===== src/verilog/sss_pkg.sv =====
package sss_pkg;
    // Register byte offsets
    localparam logic [7:0] ADR_CTRL = 8'h00;
    localparam logic [7:0] ADR_CMD = 8'h04;
    localparam logic [7:0] ADR_STAT = 8'h08;
    localparam logic [7:0] ADR_POSX = 8'h0C;
    localparam logic [7:0] ADR_POSY = 8'h10;
    localparam logic [7:0] ADR_IRQS = 8'h14;
    localparam logic [7:0] ADR_IRQC = 8'h18;
    localparam logic [7:0] ADR_IRQE = 8'h1C;
    localparam logic [7:0] ADR_SETUP = 8'h20;
    localparam logic [7:0] ADR_TDLY = 8'h24;
    // Control fields, all in byte lane 0
    localparam int CTRL_TRIG = 0;
    localparam int CTRL_AUTO = 1;
    localparam int CTRL_CAL = 2;
    localparam int CTRL_MARK = 3;
    localparam int CTRL_PAT_LO = 4;
    // Command bits
    localparam int CMD_SWTRIG = 0;
    localparam int CMD_REINIT = 1;
    // Status fields
    localparam int STAT_IDX_LO = 0;
    localparam int STAT_RD_LO = 4;
    localparam int STAT_BUSY = 9;
    localparam int STAT_FAULT_LO = 12;
    // Interrupt bits
    localparam int IRQ_DONE = 0;
    localparam int IRQ_FAULT = 1;
    localparam int IRQ_REJ = 2;
    localparam int NIRQ = 3;
    // Stage travel limit, 12000 nm
    localparam logic [13:0] POS_MAX = 14'h2EE0;
    // Fault codes
    localparam logic [3:0] FLT_NONE = 4'h0;
    localparam logic [3:0] FLT_MOVE = 4'h1;
    localparam logic [3:0] FLT_ABORT = 4'h2;
    localparam logic [3:0] FLT_CAL = 4'h3;
    // Reset values of timing registers, in clock cycles
    localparam logic [15:0] SETUP_RST = 16'h0100;
    localparam logic [15:0] TDLY_RST = 16'h0010;
    // Blanking after a move or calibration request
    localparam logic [23:0] MOVE_MASK = 24'h000008;
    // Positions per cycle
    localparam logic [4:0] SHOTS_ONE = 5'h01;
    localparam logic [4:0] SHOTS_PAIR = 5'h02;
    localparam logic [4:0] SHOTS_QUAD = 5'h04;
    localparam logic [4:0] SHOTS_NINE = 5'h09;
    localparam logic [4:0] SHOTS_SIXTEEN = 5'h10;

    // Shift patterns
    typedef enum logic [2:0] {
        PAT_OFF,
        MONO_QUAD_PATTERN,
        MONO_NINE_PATTERN,
        MONO_PAIR_HORIZONTAL,
        MONO_PAIR_VERTICAL,
        COLOUR_QUAD_PATTERN,
        COLOUR_SIXTEEN_PATTERN
    } sss_pat_e;

    // Number of images in one cycle of a pattern
    function automatic logic [4:0] sss_shots(input sss_pat_e p);
        unique case (p)
            MONO_QUAD_PATTERN, COLOUR_QUAD_PATTERN: return SHOTS_QUAD;
            MONO_NINE_PATTERN: return SHOTS_NINE;
            MONO_PAIR_HORIZONTAL, MONO_PAIR_VERTICAL: return SHOTS_PAIR;
            COLOUR_SIXTEEN_PATTERN: return SHOTS_SIXTEEN;
            default: return SHOTS_ONE;
        endcase
    endfunction : sss_shots
endpackage : sss_pkg


===== src/verilog/sss_pos_if.sv =====
`timescale 1ns/100ps
// Pattern step lookup between sequencer and table
interface sss_pos_if;
    sss_pkg::sss_pat_e pattern;
    logic [3:0] index;
    logic [13:0] x;
    logic [13:0] y;
    modport table_end(input pattern, input index, output x, output y);
    modport seq_end(output pattern, output index, input x, input y);
endinterface : sss_pos_if


===== src/verilog/sss_sync.sv =====
`timescale 1ns/100ps
// Two-stage synchroniser for pin inputs
module sss_sync #(
    parameter int W = 1
) (
    input wire logic clk,
    input wire logic rst,
    input wire logic [W-1:0] d,
    output logic [W-1:0] q
);
    // First stage feeds only the second
    typedef struct packed {
        logic [W-1:0] meta;
        logic [W-1:0] stab;
    } sss_sync_s;

    sss_sync_s s_q, s_d;

    generate
        if (W < 1)
        begin : g_bad
            $error("sss_sync width must be at least one");
        end
    endgenerate

    // Shift chain
    always_comb
    begin
        s_d = s_q;
        s_d.meta = d;
        s_d.stab = s_q.meta;
    end

    // State register
    always_ff @(posedge clk)
    begin
        if (rst)
            s_q <= '0;
        else
            s_q <= s_d;
    end

    assign q = s_q.stab;
endmodule : sss_sync


===== src/verilog/sss_pos_table.sv =====
`timescale 1ns/100ps
// Stage offset for each step of each pattern
module sss_pos_table #(
    parameter logic [13:0] HALF_NM = 14'h0BB8,
    parameter logic [13:0] THIRD_NM = 14'h07D0,
    parameter logic [13:0] FULL_NM = 14'h1770
) (
    sss_pos_if.table_end pos
);
    logic [1:0] col3;
    logic [1:0] row3;

    // Every pattern must stay inside the stage travel
    generate
        if (3 * int'(HALF_NM) > int'(sss_pkg::POS_MAX) ||
            2 * int'(THIRD_NM) > int'(sss_pkg::POS_MAX) ||
            FULL_NM > sss_pkg::POS_MAX)
        begin : g_bad
            $error("sss_pos_table step exceeds stage travel");
        end
    endgenerate

    // Grid of three for the nine-shot pattern
    assign col3 = 2'(pos.index % 4'h3);
    assign row3 = 2'(pos.index / 4'h3);

    // Step zero is always the origin
    always_comb
    begin
        pos.x = 14'h0000;
        pos.y = 14'h0000;
        unique case (pos.pattern)
            sss_pkg::MONO_QUAD_PATTERN:
            begin
                pos.x = (pos.index[0] ^ pos.index[1]) ? HALF_NM : 14'h0000;
                pos.y = pos.index[1] ? HALF_NM : 14'h0000;
            end
            sss_pkg::MONO_NINE_PATTERN:
            begin
                pos.x = 14'(col3 * THIRD_NM);
                pos.y = 14'(row3 * THIRD_NM);
            end
            sss_pkg::MONO_PAIR_HORIZONTAL:
                pos.x = pos.index[0] ? HALF_NM : 14'h0000;
            sss_pkg::MONO_PAIR_VERTICAL:
                pos.y = pos.index[0] ? HALF_NM : 14'h0000;
            sss_pkg::COLOUR_QUAD_PATTERN:
            begin
                pos.x = (pos.index[0] ^ pos.index[1]) ? FULL_NM : 14'h0000;
                pos.y = pos.index[1] ? FULL_NM : 14'h0000;
            end
            sss_pkg::COLOUR_SIXTEEN_PATTERN:
            begin
                pos.x = 14'(pos.index[1:0] * HALF_NM);
                pos.y = 14'(pos.index[3:2] * HALF_NM);
            end
            default:
            begin
                pos.x = 14'h0000;
                pos.y = 14'h0000;
            end
        endcase
    end
endmodule : sss_pos_table


===== src/verilog/sss_top.sv =====
`timescale 1ns/100ps
// Function
// - Sequencing runs only with triggered acquisition
// - Six patterns, each sets cycle length
// - Colour patterns refused on mono sensor
// - Hold origin; advance per accepted trigger
// - Return to origin after last position
// - No sequencing during free-running acquisition
// - Auto mode generates remaining triggers internally
// - Auto cycle ignores triggers until readout
// - Manual mode: one image per trigger
// - Reinit command aborts cycle, back to wait
// - Reinit command runs sensor zero calibration
// - Auto zero adjust after each cycle
// - Readable fault code on abnormal stop
// - Manual X/Y positions limited 0..12000 nm
// - Marker writes image index into pixel zero
// - Marker in sequencing and in calibration, else untouched
module sss_top #(
    parameter logic COLOUR_SENSOR = 1'b0,
    parameter int MOVE_TIMEOUT = 100000,
    parameter int CAL_TIMEOUT = 1000000,
    parameter int PIX_W = 12,
    parameter logic [13:0] HALF_NM = 14'h0BB8,
    parameter logic [13:0] THIRD_NM = 14'h07D0,
    parameter logic [13:0] FULL_NM = 14'h1770
) (
    input wire logic MCLK,
    input wire logic RESET,
    input wire logic [7:0] WB_ADR_I,
    input wire logic [31:0] WB_DAT_I,
    input wire logic [3:0] WB_SEL_I,
    input wire logic WB_WE_I,
    input wire logic WB_CYC_I,
    input wire logic WB_STB_I,
    output logic [31:0] WB_DAT_O,
    output logic WB_ACK_O,
    input wire logic TRIG_LINE,
    input wire logic TRIG_LINK,
    input wire logic EXPOSE_DONE,
    input wire logic READOUT_DONE,
    input wire logic STAGE_AT_TARGET,
    input wire logic CAL_DONE,
    input wire logic [PIX_W-1:0] PIX_DATA_I,
    input wire logic PIX_VALID_I,
    input wire logic PIX_FIRST_I,
    output logic EXPOSE_START,
    output logic [13:0] STAGE_X,
    output logic [13:0] STAGE_Y,
    output logic STAGE_MOVE,
    output logic ZERO_CAL,
    output logic [PIX_W-1:0] PIX_DATA_O,
    output logic PIX_VALID_O,
    output logic IRQ
);
    // Sequencer states
    typedef enum logic [2:0] {
        ST_IDLE,
        ST_EXPOSE,
        ST_MOVE,
        ST_SETTLE,
        ST_ARMED,
        ST_DRAIN,
        ST_CAL
    } sss_st_e;

    // Whole state of the block
    typedef struct packed {
        sss_st_e st;
        logic trig_on;
        logic auto_on;
        logic cal_on;
        logic mark_on;
        sss_pkg::sss_pat_e pat;
        logic [3:0] idx;
        logic [4:0] rd_cnt;
        logic [23:0] cnt;
        logic [15:0] setup;
        logic [15:0] tdly;
        logic [13:0] man_x;
        logic [13:0] man_y;
        logic [3:0] fault;
        logic [2:0] irq_st;
        logic [2:0] irq_en;
        logic last;
        logic line_prev;
        logic ack;
        logic [31:0] dat;
        logic expose;
        logic [13:0] x;
        logic [13:0] y;
        logic move;
        logic zcal;
        logic [PIX_W-1:0] pix;
        logic pvld;
        logic irq;
    } sss_state_s;

    sss_state_s s_q, s_d;
    logic [2:0] sync_q; // Line, at-target, cal-done after two flops
    logic bus_req;
    logic wr_en;
    logic sw_trig;
    logic reinit;
    logic ext_trig;
    logic seq_en;
    logic [4:0] shots;
    logic [3:0] last_idx;
    logic [2:0] pat_raw;
    logic pat_bad;
    logic [13:0] tgt_x;
    logic [13:0] tgt_y;
    logic [31:0] rdata;

    // Counters are 24 bits wide
    generate
        if (MOVE_TIMEOUT >= 2**24 || CAL_TIMEOUT >= 2**24 || PIX_W < 5)
        begin : g_bad
            $error("sss_top parameter out of range");
        end
    endgenerate

    // Pins from outside the clock domain
    sss_sync #(
        .W(3)
    ) u_sync (
        .clk(MCLK),
        .rst(RESET),
        .d({CAL_DONE, STAGE_AT_TARGET, TRIG_LINE}),
        .q(sync_q)
    );

    // Step lookup for the current index
    sss_pos_if pos ();
    assign pos.pattern = s_q.pat;
    assign pos.index = s_q.idx;

    sss_pos_table #(
        .HALF_NM(HALF_NM),
        .THIRD_NM(THIRD_NM),
        .FULL_NM(FULL_NM)
    ) u_tab (
        .pos(pos.table_end)
    );

    // Byte-lane merge for 16-bit registers
    function automatic logic [15:0] lanes16(input logic [15:0] old);
        return {WB_SEL_I[1] ? WB_DAT_I[15:8] : old[15:8],
                WB_SEL_I[0] ? WB_DAT_I[7:0] : old[7:0]};
    endfunction : lanes16

    // Out-of-travel requests stop at the limit
    function automatic logic [13:0] clamp_pos(input logic [15:0] v);
        return (v > {2'b00, sss_pkg::POS_MAX}) ? sss_pkg::POS_MAX : v[13:0];
    endfunction : clamp_pos

    // Write takes effect at the edge the master sees ack
    assign bus_req = WB_CYC_I & WB_STB_I;
    assign wr_en = bus_req & WB_WE_I & s_q.ack;
    assign sw_trig = wr_en && WB_ADR_I == sss_pkg::ADR_CMD &&
                     WB_SEL_I[0] && WB_DAT_I[sss_pkg::CMD_SWTRIG];
    assign reinit = wr_en && WB_ADR_I == sss_pkg::ADR_CMD &&
                    WB_SEL_I[0] && WB_DAT_I[sss_pkg::CMD_REINIT];
    // All sources count as external ports
    assign ext_trig = sw_trig | (sync_q[0] & ~s_q.line_prev) | TRIG_LINK;
    assign seq_en = s_q.trig_on && s_q.pat != sss_pkg::PAT_OFF;
    assign shots = sss_pkg::sss_shots(s_q.pat);
    assign last_idx = 4'(shots - 5'h01);
    // Colour patterns on a mono sensor and unused codes are refused
    assign pat_raw = WB_DAT_I[sss_pkg::CTRL_PAT_LO +: 3];
    assign pat_bad = pat_raw > 3'(sss_pkg::COLOUR_SIXTEEN_PATTERN) ||
                     (!COLOUR_SENSOR &&
                      pat_raw >= 3'(sss_pkg::COLOUR_QUAD_PATTERN));

    // Stage target: manual when idle without sequencing, origin when idle, calibrating or after the last step, else pattern
    always_comb
    begin
        tgt_x = pos.x;
        tgt_y = pos.y;
        if (s_q.st == ST_IDLE && !seq_en)
        begin
            tgt_x = s_q.man_x;
            tgt_y = s_q.man_y;
        end
        else if (s_q.last || s_q.st == ST_IDLE || s_q.st == ST_CAL)
        begin
            tgt_x = 14'h0000;
            tgt_y = 14'h0000;
        end
    end

    // Register read mux; unmapped and write-only read as zero
    always_comb
    begin
        rdata = 32'h00000000;
        unique case (WB_ADR_I)
            sss_pkg::ADR_CTRL:
            begin
                rdata[sss_pkg::CTRL_TRIG] = s_q.trig_on;
                rdata[sss_pkg::CTRL_AUTO] = s_q.auto_on;
                rdata[sss_pkg::CTRL_CAL] = s_q.cal_on;
                rdata[sss_pkg::CTRL_MARK] = s_q.mark_on;
                rdata[sss_pkg::CTRL_PAT_LO +: 3] = s_q.pat;
            end
            sss_pkg::ADR_STAT:
            begin
                rdata[sss_pkg::STAT_IDX_LO +: 4] = s_q.idx;
                rdata[sss_pkg::STAT_RD_LO +: 5] = s_q.rd_cnt;
                rdata[sss_pkg::STAT_BUSY] = s_q.st != ST_IDLE;
                rdata[sss_pkg::STAT_FAULT_LO +: 4] = s_q.fault;
            end
            sss_pkg::ADR_POSX: rdata[13:0] = s_q.man_x;
            sss_pkg::ADR_POSY: rdata[13:0] = s_q.man_y;
            sss_pkg::ADR_IRQS: rdata[2:0] = s_q.irq_st;
            sss_pkg::ADR_IRQE: rdata[2:0] = s_q.irq_en;
            sss_pkg::ADR_SETUP: rdata[15:0] = s_q.setup;
            sss_pkg::ADR_TDLY: rdata[15:0] = s_q.tdly;
            default: rdata = 32'h00000000;
        endcase
    end

    // Next-state logic for bus, sequencer and pixel path
    always_comb
    begin
        logic [2:0] ev;
        logic [2:0] clr;
        ev = 3'h0;
        clr = 3'h0;
        s_d = s_q;
        s_d.expose = 1'b0;
        s_d.move = 1'b0;
        s_d.zcal = 1'b0;
        s_d.line_prev = sync_q[0];
        s_d.cnt = (s_q.cnt == 24'hFFFFFF) ? s_q.cnt : s_q.cnt + 24'h000001;
        // One-cycle ack per request, read data with it
        s_d.ack = bus_req & ~s_q.ack;
        if (bus_req && !s_q.ack)
            s_d.dat = rdata;
        // Register writes
        if (wr_en)
        begin
            unique case (WB_ADR_I)
                sss_pkg::ADR_CTRL:
                    if (WB_SEL_I[0])
                    begin
                        s_d.trig_on = WB_DAT_I[sss_pkg::CTRL_TRIG];
                        s_d.auto_on = WB_DAT_I[sss_pkg::CTRL_AUTO];
                        s_d.cal_on = WB_DAT_I[sss_pkg::CTRL_CAL];
                        s_d.mark_on = WB_DAT_I[sss_pkg::CTRL_MARK];
                        // Refused code keeps the old pattern
                        if (pat_bad)
                            ev[sss_pkg::IRQ_REJ] = 1'b1;
                        else
                            s_d.pat = sss_pkg::sss_pat_e'(pat_raw);
                    end
                sss_pkg::ADR_POSX:
                    s_d.man_x = clamp_pos(lanes16({2'b00, s_q.man_x}));
                sss_pkg::ADR_POSY:
                    s_d.man_y = clamp_pos(lanes16({2'b00, s_q.man_y}));
                sss_pkg::ADR_IRQC:
                    if (WB_SEL_I[0])
                        clr = WB_DAT_I[2:0];
                sss_pkg::ADR_IRQE:
                    if (WB_SEL_I[0])
                        s_d.irq_en = WB_DAT_I[2:0];
                sss_pkg::ADR_SETUP: s_d.setup = lanes16(s_q.setup);
                sss_pkg::ADR_TDLY: s_d.tdly = lanes16(s_q.tdly);
                default: s_d.irq_en = s_q.irq_en;
            endcase
        end
        // Readouts within a cycle index the marker
        if (READOUT_DONE && s_q.st != ST_IDLE)
            s_d.rd_cnt = s_q.rd_cnt + 5'h01;
        // Sequencer
        unique case (s_q.st)
            ST_IDLE:
                if (ext_trig && s_q.trig_on)
                begin
                    s_d.expose = 1'b1;
                    if (seq_en)
                    begin
                        s_d.st = ST_EXPOSE;
                        s_d.idx = 4'h0;
                        s_d.rd_cnt = 5'h00;
                        s_d.last = 1'b0;
                    end
                end
            ST_EXPOSE:
                if (EXPOSE_DONE)
                begin
                    s_d.st = ST_MOVE;
                    s_d.cnt = 24'h000000;
                    s_d.last = s_q.idx == last_idx;
                    if (s_q.idx != last_idx)
                        s_d.idx = s_q.idx + 4'h1;
                end
            ST_MOVE:
                if (s_q.cnt >= sss_pkg::MOVE_MASK && sync_q[1])
                begin
                    s_d.st = ST_SETTLE;
                    s_d.cnt = 24'h000000;
                end
                else if (s_q.cnt >= 24'(MOVE_TIMEOUT))
                begin
                    s_d.st = ST_IDLE;
                    s_d.fault = sss_pkg::FLT_MOVE;
                    ev[sss_pkg::IRQ_FAULT] = 1'b1;
                end
            ST_SETTLE:
                if (s_q.cnt >= {8'h00, s_q.setup})
                begin
                    s_d.st = s_q.last ? ST_DRAIN : ST_ARMED;
                    s_d.cnt = 24'h000000;
                end
            ST_ARMED:
                // Auto mode ignores external triggers
                if (s_q.auto_on ? s_q.cnt >= {8'h00, s_q.tdly} : ext_trig)
                begin
                    s_d.expose = 1'b1;
                    s_d.st = ST_EXPOSE;
                end
            ST_DRAIN:
                if (s_q.rd_cnt >= shots)
                begin
                    ev[sss_pkg::IRQ_DONE] = 1'b1;
                    s_d.st = s_q.cal_on ? ST_CAL : ST_IDLE;
                    s_d.zcal = s_q.cal_on;
                    s_d.cnt = 24'h000000;
                end
            ST_CAL:
                if (s_q.cnt >= sss_pkg::MOVE_MASK && sync_q[2])
                    s_d.st = ST_IDLE;
                else if (s_q.cnt >= 24'(CAL_TIMEOUT))
                begin
                    s_d.st = ST_IDLE;
                    s_d.fault = sss_pkg::FLT_CAL;
                    ev[sss_pkg::IRQ_FAULT] = 1'b1;
                end
        endcase
        // Sequencing switched off mid-cycle is an abnormal stop
        if (!seq_en && s_q.st != ST_IDLE && s_q.st != ST_CAL)
        begin
            s_d.st = ST_IDLE;
            s_d.expose = 1'b0;
            s_d.fault = sss_pkg::FLT_ABORT;
            ev[sss_pkg::IRQ_FAULT] = 1'b1;
        end
        // Reinit aborts anything and recalibrates
        if (reinit)
        begin
            s_d.st = ST_CAL;
            s_d.zcal = 1'b1;
            s_d.expose = 1'b0;
            s_d.cnt = 24'h000000;
            s_d.idx = 4'h0;
            s_d.rd_cnt = 5'h00;
            s_d.last = 1'b0;
            s_d.fault = sss_pkg::FLT_NONE;
        end
        // Stage drive, move pulse on any target change
        s_d.x = tgt_x;
        s_d.y = tgt_y;
        s_d.move = (tgt_x != s_q.x) || (tgt_y != s_q.y);
        // Pixel zero carries the image index
        s_d.pvld = PIX_VALID_I;
        s_d.pix = PIX_DATA_I;
        if (s_q.mark_on && s_q.st != ST_IDLE && PIX_FIRST_I)
            s_d.pix = PIX_W'(s_q.rd_cnt);
        // Set wins over clear
        s_d.irq_st = (s_q.irq_st & ~clr) | ev;
        s_d.irq = |(s_d.irq_st & s_d.irq_en);
    end

    // State register
    always_ff @(posedge MCLK)
    begin
        if (RESET)
        begin
            s_q <= '0;
            s_q.st <= ST_IDLE;
            s_q.pat <= sss_pkg::PAT_OFF;
            s_q.setup <= sss_pkg::SETUP_RST;
            s_q.tdly <= sss_pkg::TDLY_RST;
        end
        else
            s_q <= s_d;
    end

    // Outputs straight from the state register
    assign WB_DAT_O = s_q.dat;
    assign WB_ACK_O = s_q.ack;
    assign EXPOSE_START = s_q.expose;
    assign STAGE_X = s_q.x;
    assign STAGE_Y = s_q.y;
    assign STAGE_MOVE = s_q.move;
    assign ZERO_CAL = s_q.zcal;
    assign PIX_DATA_O = s_q.pix;
    assign PIX_VALID_O = s_q.pvld;
    assign IRQ = s_q.irq;
endmodule : sss_top


===== config.mk =====
export PLATFORM = sky130hd
export DESIGN_NAME = sss_top
export DESIGN_NICKNAME = d
export VERILOG_FILES = /design/src/verilog/sss_pkg.sv /design/src/verilog/sss_pos_if.sv /design/src/verilog/sss_sync.sv /design/src/verilog/sss_pos_table.sv /design/src/verilog/sss_top.sv
export SDC_FILE = /design/constraint.sdc
export NUM_CORES = 1
export LEC_CHECK = 0
export ABC_CLOCK_PERIOD_IN_PS = 4200
export CORE_ASPECT_RATIO = 1.5
export CORE_MARGIN = 8
export CORE_UTILIZATION = 40
export CTS_BUF_LIST = sky130_fd_sc_hd__clkbuf_16
export CTS_CLUSTER_DIAMETER = 60
export DETAILED_ROUTE_END_ITERATION = 8
export DONT_BUFFER_PORTS = 1
export PLACE_DENSITY = 0.57
export SETUP_SLACK_MARGIN = 0.5
export SYNTH_ARGS = -nofsm -noshare
export SYNTH_HDL_FRONTEND = slang
export SYNTH_SLANG_ARGS = --single-unit

===== constraint.sdc =====
create_clock -name MCLK -period 4.2 [get_ports MCLK]
set_input_delay 0.42 -clock MCLK [delete_from_list [all_inputs] [get_ports MCLK]]
set_output_delay 0.42 -clock MCLK [all_outputs]
set_load 0.005 [all_outputs]

==> results of run 1 <==
-- what timing repair did --
item	in CTS	in global routing
endpoints found under the setup margin	1	1
pin swaps	8	10
setup buffers	12	3
gates resized for setup	19	5
-- registers in the layout, summed over array words and instances (netlist names) --
register,cells
STAGE_Y,14
WB_ACK_O,1
u_sync.s_d,3
ZERO_CAL,1
STAGE_X,14
u_sync.q,3
WB_DAT_O,16
EXPOSE_START,1
s_q,106
pos.index,4
pos.pattern,3
PIX_DATA_O,12
PIX_VALID_O,1
IRQ,1
STAGE_MOVE,1
-- cell type report --
cell class | count | share of cell area [%]
well taps | 337 | 3.69
clock inverters | 14 | 1.19
repair buffers | 38 | 2.53
multi-input cells | 949 | 54.4
flip-flops and latches | 181 | 31.8
inverters | 82 | 2.75
clock buffers | 17 | 3.72
-- per-stage QoR --
step                      std cells  util [%]
after global placement         1572      40.1
after global routing           1618      43.2
after floorplan                1355         -
after CTS                      1615      42.9
after detailed placement       1572      40.1
final                          1618      43.2
-- routing by layer --
layer	up-vias	part of all wire [%]	global-route usage [%]
met1	4506	37	22.4
li1	4529	-	-
met2	293	49	37.4
met3	94	7.6	7.27
met4	2	6.3	14.6
met5	-	0.064	0
-- power groups by stage --
| stage | Clock [mW] | Combinational [mW] | Sequential (mW) |
|---|---|---|---|
| after global routing | 1.68 | 0.108 | 1.75 |
| after detailed placement | 0 | 0.0947 | 1.79 |
| after CTS | 1.62 | 0.0952 | 1.75 |
| after global placement | 0 | 0.0933 | 1.79 |
| final | 1.59 | 0.0959 | 1.75 |
| after floorplan | 0 | 0.132 | 1.78 |
-- layout by cell type (no fill, tap or decap), drive strengths merged, types with 5 or more instances in the layout --
| master | instances |
|---|---|
| xor2 | 30 |
| nand2b | 9 |
| ha | 58 |
| and2 | 27 |
| a311oi | 17 |
| a222oi | 6 |
| nand3 | 52 |
| a32oi | 10 |
| a211o | 5 |
| o21a | 6 |
| nor2b | 20 |
| or3 | 6 |
| o22ai | 11 |
| clkbuf | 17 |
| nor4 | 9 |
| inv | 82 |
| a21o | 6 |
| o21ai | 36 |
| a21oi | 82 |
| dfxtp | 181 |
| conb | 16 |
| a211oi | 12 |
| a221oi | 16 |
| o31ai | 8 |
| and3 | 12 |
| xnor2 | 24 |
| nand4 | 18 |
| a31oi | 13 |
| a22oi | 33 |
| mux2i | 37 |
| nand2 | 82 |
| buf | 38 |
| clkinv | 10 |
| and4 | 6 |
| o31a | 5 |
| nor3 | 34 |
| o211ai | 6 |
| nor2 | 179 |
| or2 | 5 |
-- worst reg2reg max path, cell delays in order (launching register included) --
cell and delay [ns]:
dfxtp_4 0.36, inv_4 0.04, ha_4 0.16, ha_4 0.15
inv_2 0.05, ha_4 0.12, a21bo_4 0.23, inv_4 0.07
xnor2_4 0.07, ha_4 0.18, nor4b_4 0.27, a31oi_2 0.08
clkinv_2 0.11, buf_6 0.11, buf_4 0.12, mux2_2 0.42
o211ai_1 0.17, mux2i_1 0.11, or4_1 0.41, nor3_1 0.20
a41oi_1 0.13
-- final timing paths --
kind / from / endpoint / slack (ns) / cells after the start
max: pos.index[3] / STAGE_MOVE / 0.50 / 20
min: RESET / s_q[78] / 0.06 / 1
max reg2reg: pos.index[3] / STAGE_MOVE / 0.50 / 20
min reg2reg: u_sync.s_d[2] / u_sync.q[2] / 0.44 / 1
-- Yosys cell counts, types with 16 or more instances --
cell      instances
dfxtp_1         181
nor2_1          179
a21oi_1          82
nand2_1          82
inv_1            79
buf_4            72
ha_1             58
clkbuf_1         57
nand3_1          52
mux2i_1          37
nor3_1           34
a22oi_1          33
o21ai_0          32
xor2_1           30
and2_1           26
xnor2_1          24
nor2b_1          20
nand4_1          18
a221oi_1         16
a311oi_1         16
-- cells by family (layout without fill, tap and decap cells) --
family	Yosys count	count (layout)	synth area share, %
fa+ha+maj	58	58	6.73
mux	40	40	3.75
xor+xnor	54	54	4.39
flops	181	181	33.6
buf+inv	225	151	10.6
other cells	1	16	0.0348
compound gates	304	304	19.5
simple gates	477	477	21.4
==> impl_results.md, run 1 <==
* Run status: complete, no violations
* Die Height at 217 microns
* Clk pwr share at 46.3%
* GRT overflow at 0
* Area leader, netlist: dfxtp_1
* Mapped Area at 10800 sq um
* Hold_buf cts at 0
* Initial Util at 40.7%
* FILL cells at 2661
* Asr flop ratio synth at 0%
* Main synth FF type: dfxtp_1
* Synth unique cells at 78
* Hold_ws at 0.0577 ns
* Footprint of the multi-input gates at 6220 sq um
* Slowest CP cell: mux2_2
* Worst path max stage delay at 0.42 ns
* First DRT Iteration DRCs at 703
* Seq/Total Area, Yosys at 33.6%
* Final instance area at 11400 sq um
* WP data arrival at 4.02 ns
* Row count at 73
* Slew @ Worst Pin at 0.972 ns
* Req. time, crit path at 4.52 ns
* Core Footprint at 26500 sq um
* Pin count of the biggest net entering global routing at 136
* H-tree Lvls at 4
* Post-DP HPWL at 27500 microns
* FF+latch count, synth at 181
* Sw Share at 23.2%
* DP Area at 10600 sq um
* Post-Synthesis Cells at 1340
* Final worst setup slack at 0.502 ns
* Yosys synthesis warning count at 0
* Top cells by area, synth: dfxtp_1 34%, ha_1 6.7%, nor2_1 6.2%
* Worst slack at placement at 0.102 ns
* Final period utilization at 88.1%
* Register area at 3630 sq um
* Clk pin slew, worst setup/hold paths at 0.07 ns
* Hold Vio Cnt, Final at 0
* Setup TNS at 0 ns
* Routed vias at 9424
* Die Span X at 150 microns
* P per Cell Area at 301 nW/um^2
* Root buffer cell: clkbuf_16
* Drt total wl at 36000 microns
* Area Growth Syn to Fin at 6.11%
* WL per Instance at 22.2 microns
* Total die area at 32600 sq um
* GP Congestion at 0.938
* Worst Setup End Kind: flip-flop
* Antenna-violating nets left at 0
* Initial antenna violation count at 1
* Hold crit path type: in2reg
* Worst VDD drop at 364 uV
* Clock Tree Buf Depth at 2
* Worst path cell trace: inv_4 > ha_4 > ha_4 > inv_2 > ha_4 > a21bo_4 > inv_4 > xnor2_4 > ha_4 > nor4b_4 > a31oi_2 > clkinv_2 > buf_6 > buf_4 > mux2_2 > o211ai_1 > mux2i_1 > or4_1 > nor3_1 > a41oi_1
* Final Slew Violations at 0
* Port bufs at 0
* Pleak at 4.29 nW
* CTS tree: yes
* Setup violators final at 0
* Net Sw Power at 0.798 mW
* RSZ-0062 raised after global routing: true
* Nets at 1396
* Max-cap violations at 0
* Diode count at 0
* CP top delay family: simple AND/OR/NAND/NOR gates
* CP Class: reg2reg
* Drt pass-1 iters at 8
* First-pass GRT wire length at 54600 microns
* Clock Sinks at 181
* Number of synthesized flops with an enable pin at 0
* Combinational Power Share at 2.8%
* Clock buffer count from CTS at 17
* Final min period at 3.70 ns
* CP max FO at 6
* Top-area cell type share of the netlist area at 33.6%
* Relative slew slack at 34.4%
* F_max at 270 MHz
* I/O pins at 147
* Vias per inst at 5.82
* Fraction of layout instances using a drive strength above 1 at 8.43%
* Pint at 2.64 mW
* Clock Latency Late Sink at 0.46 ns
* Cell mode on critical path: ha_4
* Mean Syn Cell Area at 8.04 sq um
* Number of global-route vias before repair at 9348
* Bufs and invs on worst path at 6
* Remaining DRCs at 0
* Final Skew at 0.0154 ns
* Seq pwr share at 50.9%
* Final Total Pwr at 3.44 mW
* Overall Global Routing Usage at 21.9%
* Setup crit start kind: flip-flop
Note: power is estimated with default switching activity, not from simulation.
==> inputs of run 2 (changes only) <==
Settings changed: ABC_CLOCK_PERIOD_IN_PS 4200 to 3100, CORE_ASPECT_RATIO 1.5 to 1.25, CORE_MARGIN 8 to 3.
Clock period 4.2 ns to 3.1 ns, I/O delays scaled along.
==> impl_results.md, run 2 (synthesis gave the netlist of run 1 again) <==
* Area Growth Syn to Fin at 22.7%
* First DRT Iteration DRCs at 870
* Die Height at 190 microns
* Max-cap violations at 0
* Relative slew slack at 55.6%
* First-pass GRT wire length at 56200 microns
* Commonest non-fill, non-tap cell in the layout: dfxtp_1
* Commonest non-fill, non-tap cells in the layout: 173 x dfxtp_1, 154 x nor2_1, 84 x buf_4
* WL per Instance at 21.3 microns
* GP Congestion at 0.925
* Clk pin slew, worst setup/hold paths at 0.08 ns
* Pin count of the biggest net entering global routing at 98
* Largest Register: s_q
* Slew @ Worst Pin at 0.666 ns
* P per Cell Area at 377 nW/um^2
* Length in cells of the worst reg-to-reg path at 21
* Max FFs per register at 106
* Cells after DPL at 1631
* Row count at 66
* Hold_ws at 0.00602 ns
* Violations in the final reports: negative setup slack
* Antenna-violating nets left at 0
* Clock Sinks at 181
* Final Skew at 0.0171 ns
* Worst Setup End Kind: flip-flop
* Crit. Startpoint: pos.index[3]
* Final period utilization at 120%
* Remaining DRCs at 0
* Hold crit path type: in2reg
* F_max at 268 MHz
* Worst R2R End: STAGE_MOVE
* Run status: complete, but fails checks
* Nets at 1519
* FILL cells at 2476
* Root buffer cell: clkbuf_16
* Final min period at 3.73 ns
* GR peak layer: met2
* Final worst setup slack at -0.631 ns
* I/O pins at 147
* H-tree Lvls at 4
* Setup violators final at 7
* Core Footprint at 26300 sq um
* Drt total wl at 37200 microns
* Register area at 3640 sq um
* Setup TNS at -1.36 ns
* GRT overflow at 0
* Met2 Track Usage GR at 43.4%
* Req. time, crit path at 3.42 ns
* Port bufs at 0
* CP max FO at 4
* Overall Global Routing Usage at 24.7%
* Clock buffer count from CTS at 17
* Met1 Use GR at 28.5%
* Drt pass-1 iters at 6
* Met3 GRT Util at 5.85%
* WP data arrival at 4.05 ns
* Fraction of layout instances using a drive strength above 1 at 18.4%
* Die Span X at 153 microns
* Initial Util at 41.0%
* Final Slew Violations at 0
* Post-Layout Cell Count at 1745
* RSZ-0062 raised after global routing: true
* Hold Vio Cnt, Final at 0
* Initial antenna violation count at 0
* Clock Tree Buf Depth at 2
* Post-DP HPWL at 26500 microns
* Worst VDD drop at 345 uV
* Vias per inst at 5.81
* CP Class: reg2reg
* Total die area at 29000 sq um
* Reg2Reg Setup Slack at -0.63 ns
* Pleak at 5.09 nW
* Clock Latency Late Sink at 0.46 ns
* CTS tree: yes
* Setup crit start kind: flip-flop
* Routed vias at 10100
* Number of global-route vias before repair at 9684
* Reg2reg start: pos.index[3]
* Worst setup endpoint: STAGE_MOVE
* Diode count at 0
* Footprint of the multi-input gates at 6680 sq um
-- run 2: cell types whose count changed in the layout (fill, tap and decap cells not counted), sizes merged --
cell	previous run	this run
buf	38	110
dlygate4sd3	0	51
inv	82	84
bufinv	2	3
clkinv	10	8
-- run 2: per-layer routing --
| layer | wire (microns) | vias up |
|---|---|---|
| met4 | 1820 | 0 |
| met3 | 2680 | 97 |
| met2 | 18300 | 382 |
| li1 | - | 4804 |
| met1 | 14300 | 4863 |
| met5 | 0 | - |
-- run 2: where the power goes --
group	leakage, nW	internal (mW)	switching [mW]
sequential	1.47	2.35	0.0207
clock	0.307	1.31	1.07
combinational	3.31	0.104	0.130
total	5.09	3.76	1.22
-- run 2: layout make-up --
type,count,share of cell area [%]
tap,340,3.22
sequential,181,27.5
clock buffer,17,3.22
clock inverter,15,1.65
multi-input combinational,949,50.5
timing repair buffer,161,11.5
inverter,82,2.38
-- run 2: stage by stage --
step                      power, mW  util (%)  area [sq um]  setup slack, ns
after floorplan                2.59         -         10900           -0.499
after global placement         2.56      42.4         11100           -0.620
after detailed placement       2.56      42.4         11100           -0.649
after CTS                      5.01      48.8         12800           -0.508
after global routing           5.13      50.4         13200           -0.775
final                          4.98      50.4         13200           -0.631
-- run 2: worst min path at each step --
| stage | startpoint | to | slack [ns] | cells past startpoint |
|---|---|---|---|---|
| after floorplan | u_sync.s_d[0] | u_sync.q[0] | 0.41 | 1 |
| after global placement | RESET | PIX_DATA_O[3] | 0.39 | 1 |
| after detailed placement | RESET | PIX_DATA_O[2] | 0.39 | 1 |
| after CTS | WB_DAT_I[3] | s_q[93] | 0.002 | 2 |
| after global routing | WB_DAT_I[3] | s_q[93] | 0.009 | 2 |
| final | WB_DAT_I[12] | s_q[130] | 0.006 | 2 |
-- run 2: timing repair --
action,4_1_cts,5_1_grt
endpoints found under the setup margin,49,54
resized for setup,81,68
pin swaps,32,31
buffers inserted,13,14
hold endpoints to repair,136,0
hold buffers,52,0
gates cloned,3,0
-- run 2: worst max-delay path, stage by stage (launching register included) --
cell and delay [ns]:
dfxtp_4 0.37, inv_4 0.04, ha_4 0.16, ha_4 0.15, inv_2 0.05, ha_4 0.12
a21bo_4 0.23, inv_4 0.06, xnor2_2 0.12, ha_2 0.24, nor4b_4 0.06, a31oi_2 0.20
clkinv_2 0.16, mux2i_2 0.19, buf_4 0.14, buf_6 0.10, buf_6 0.12, o211ai_1 0.24
mux2i_1 0.10, or4_1 0.42, nor3_1 0.20, a41oi_1 0.14
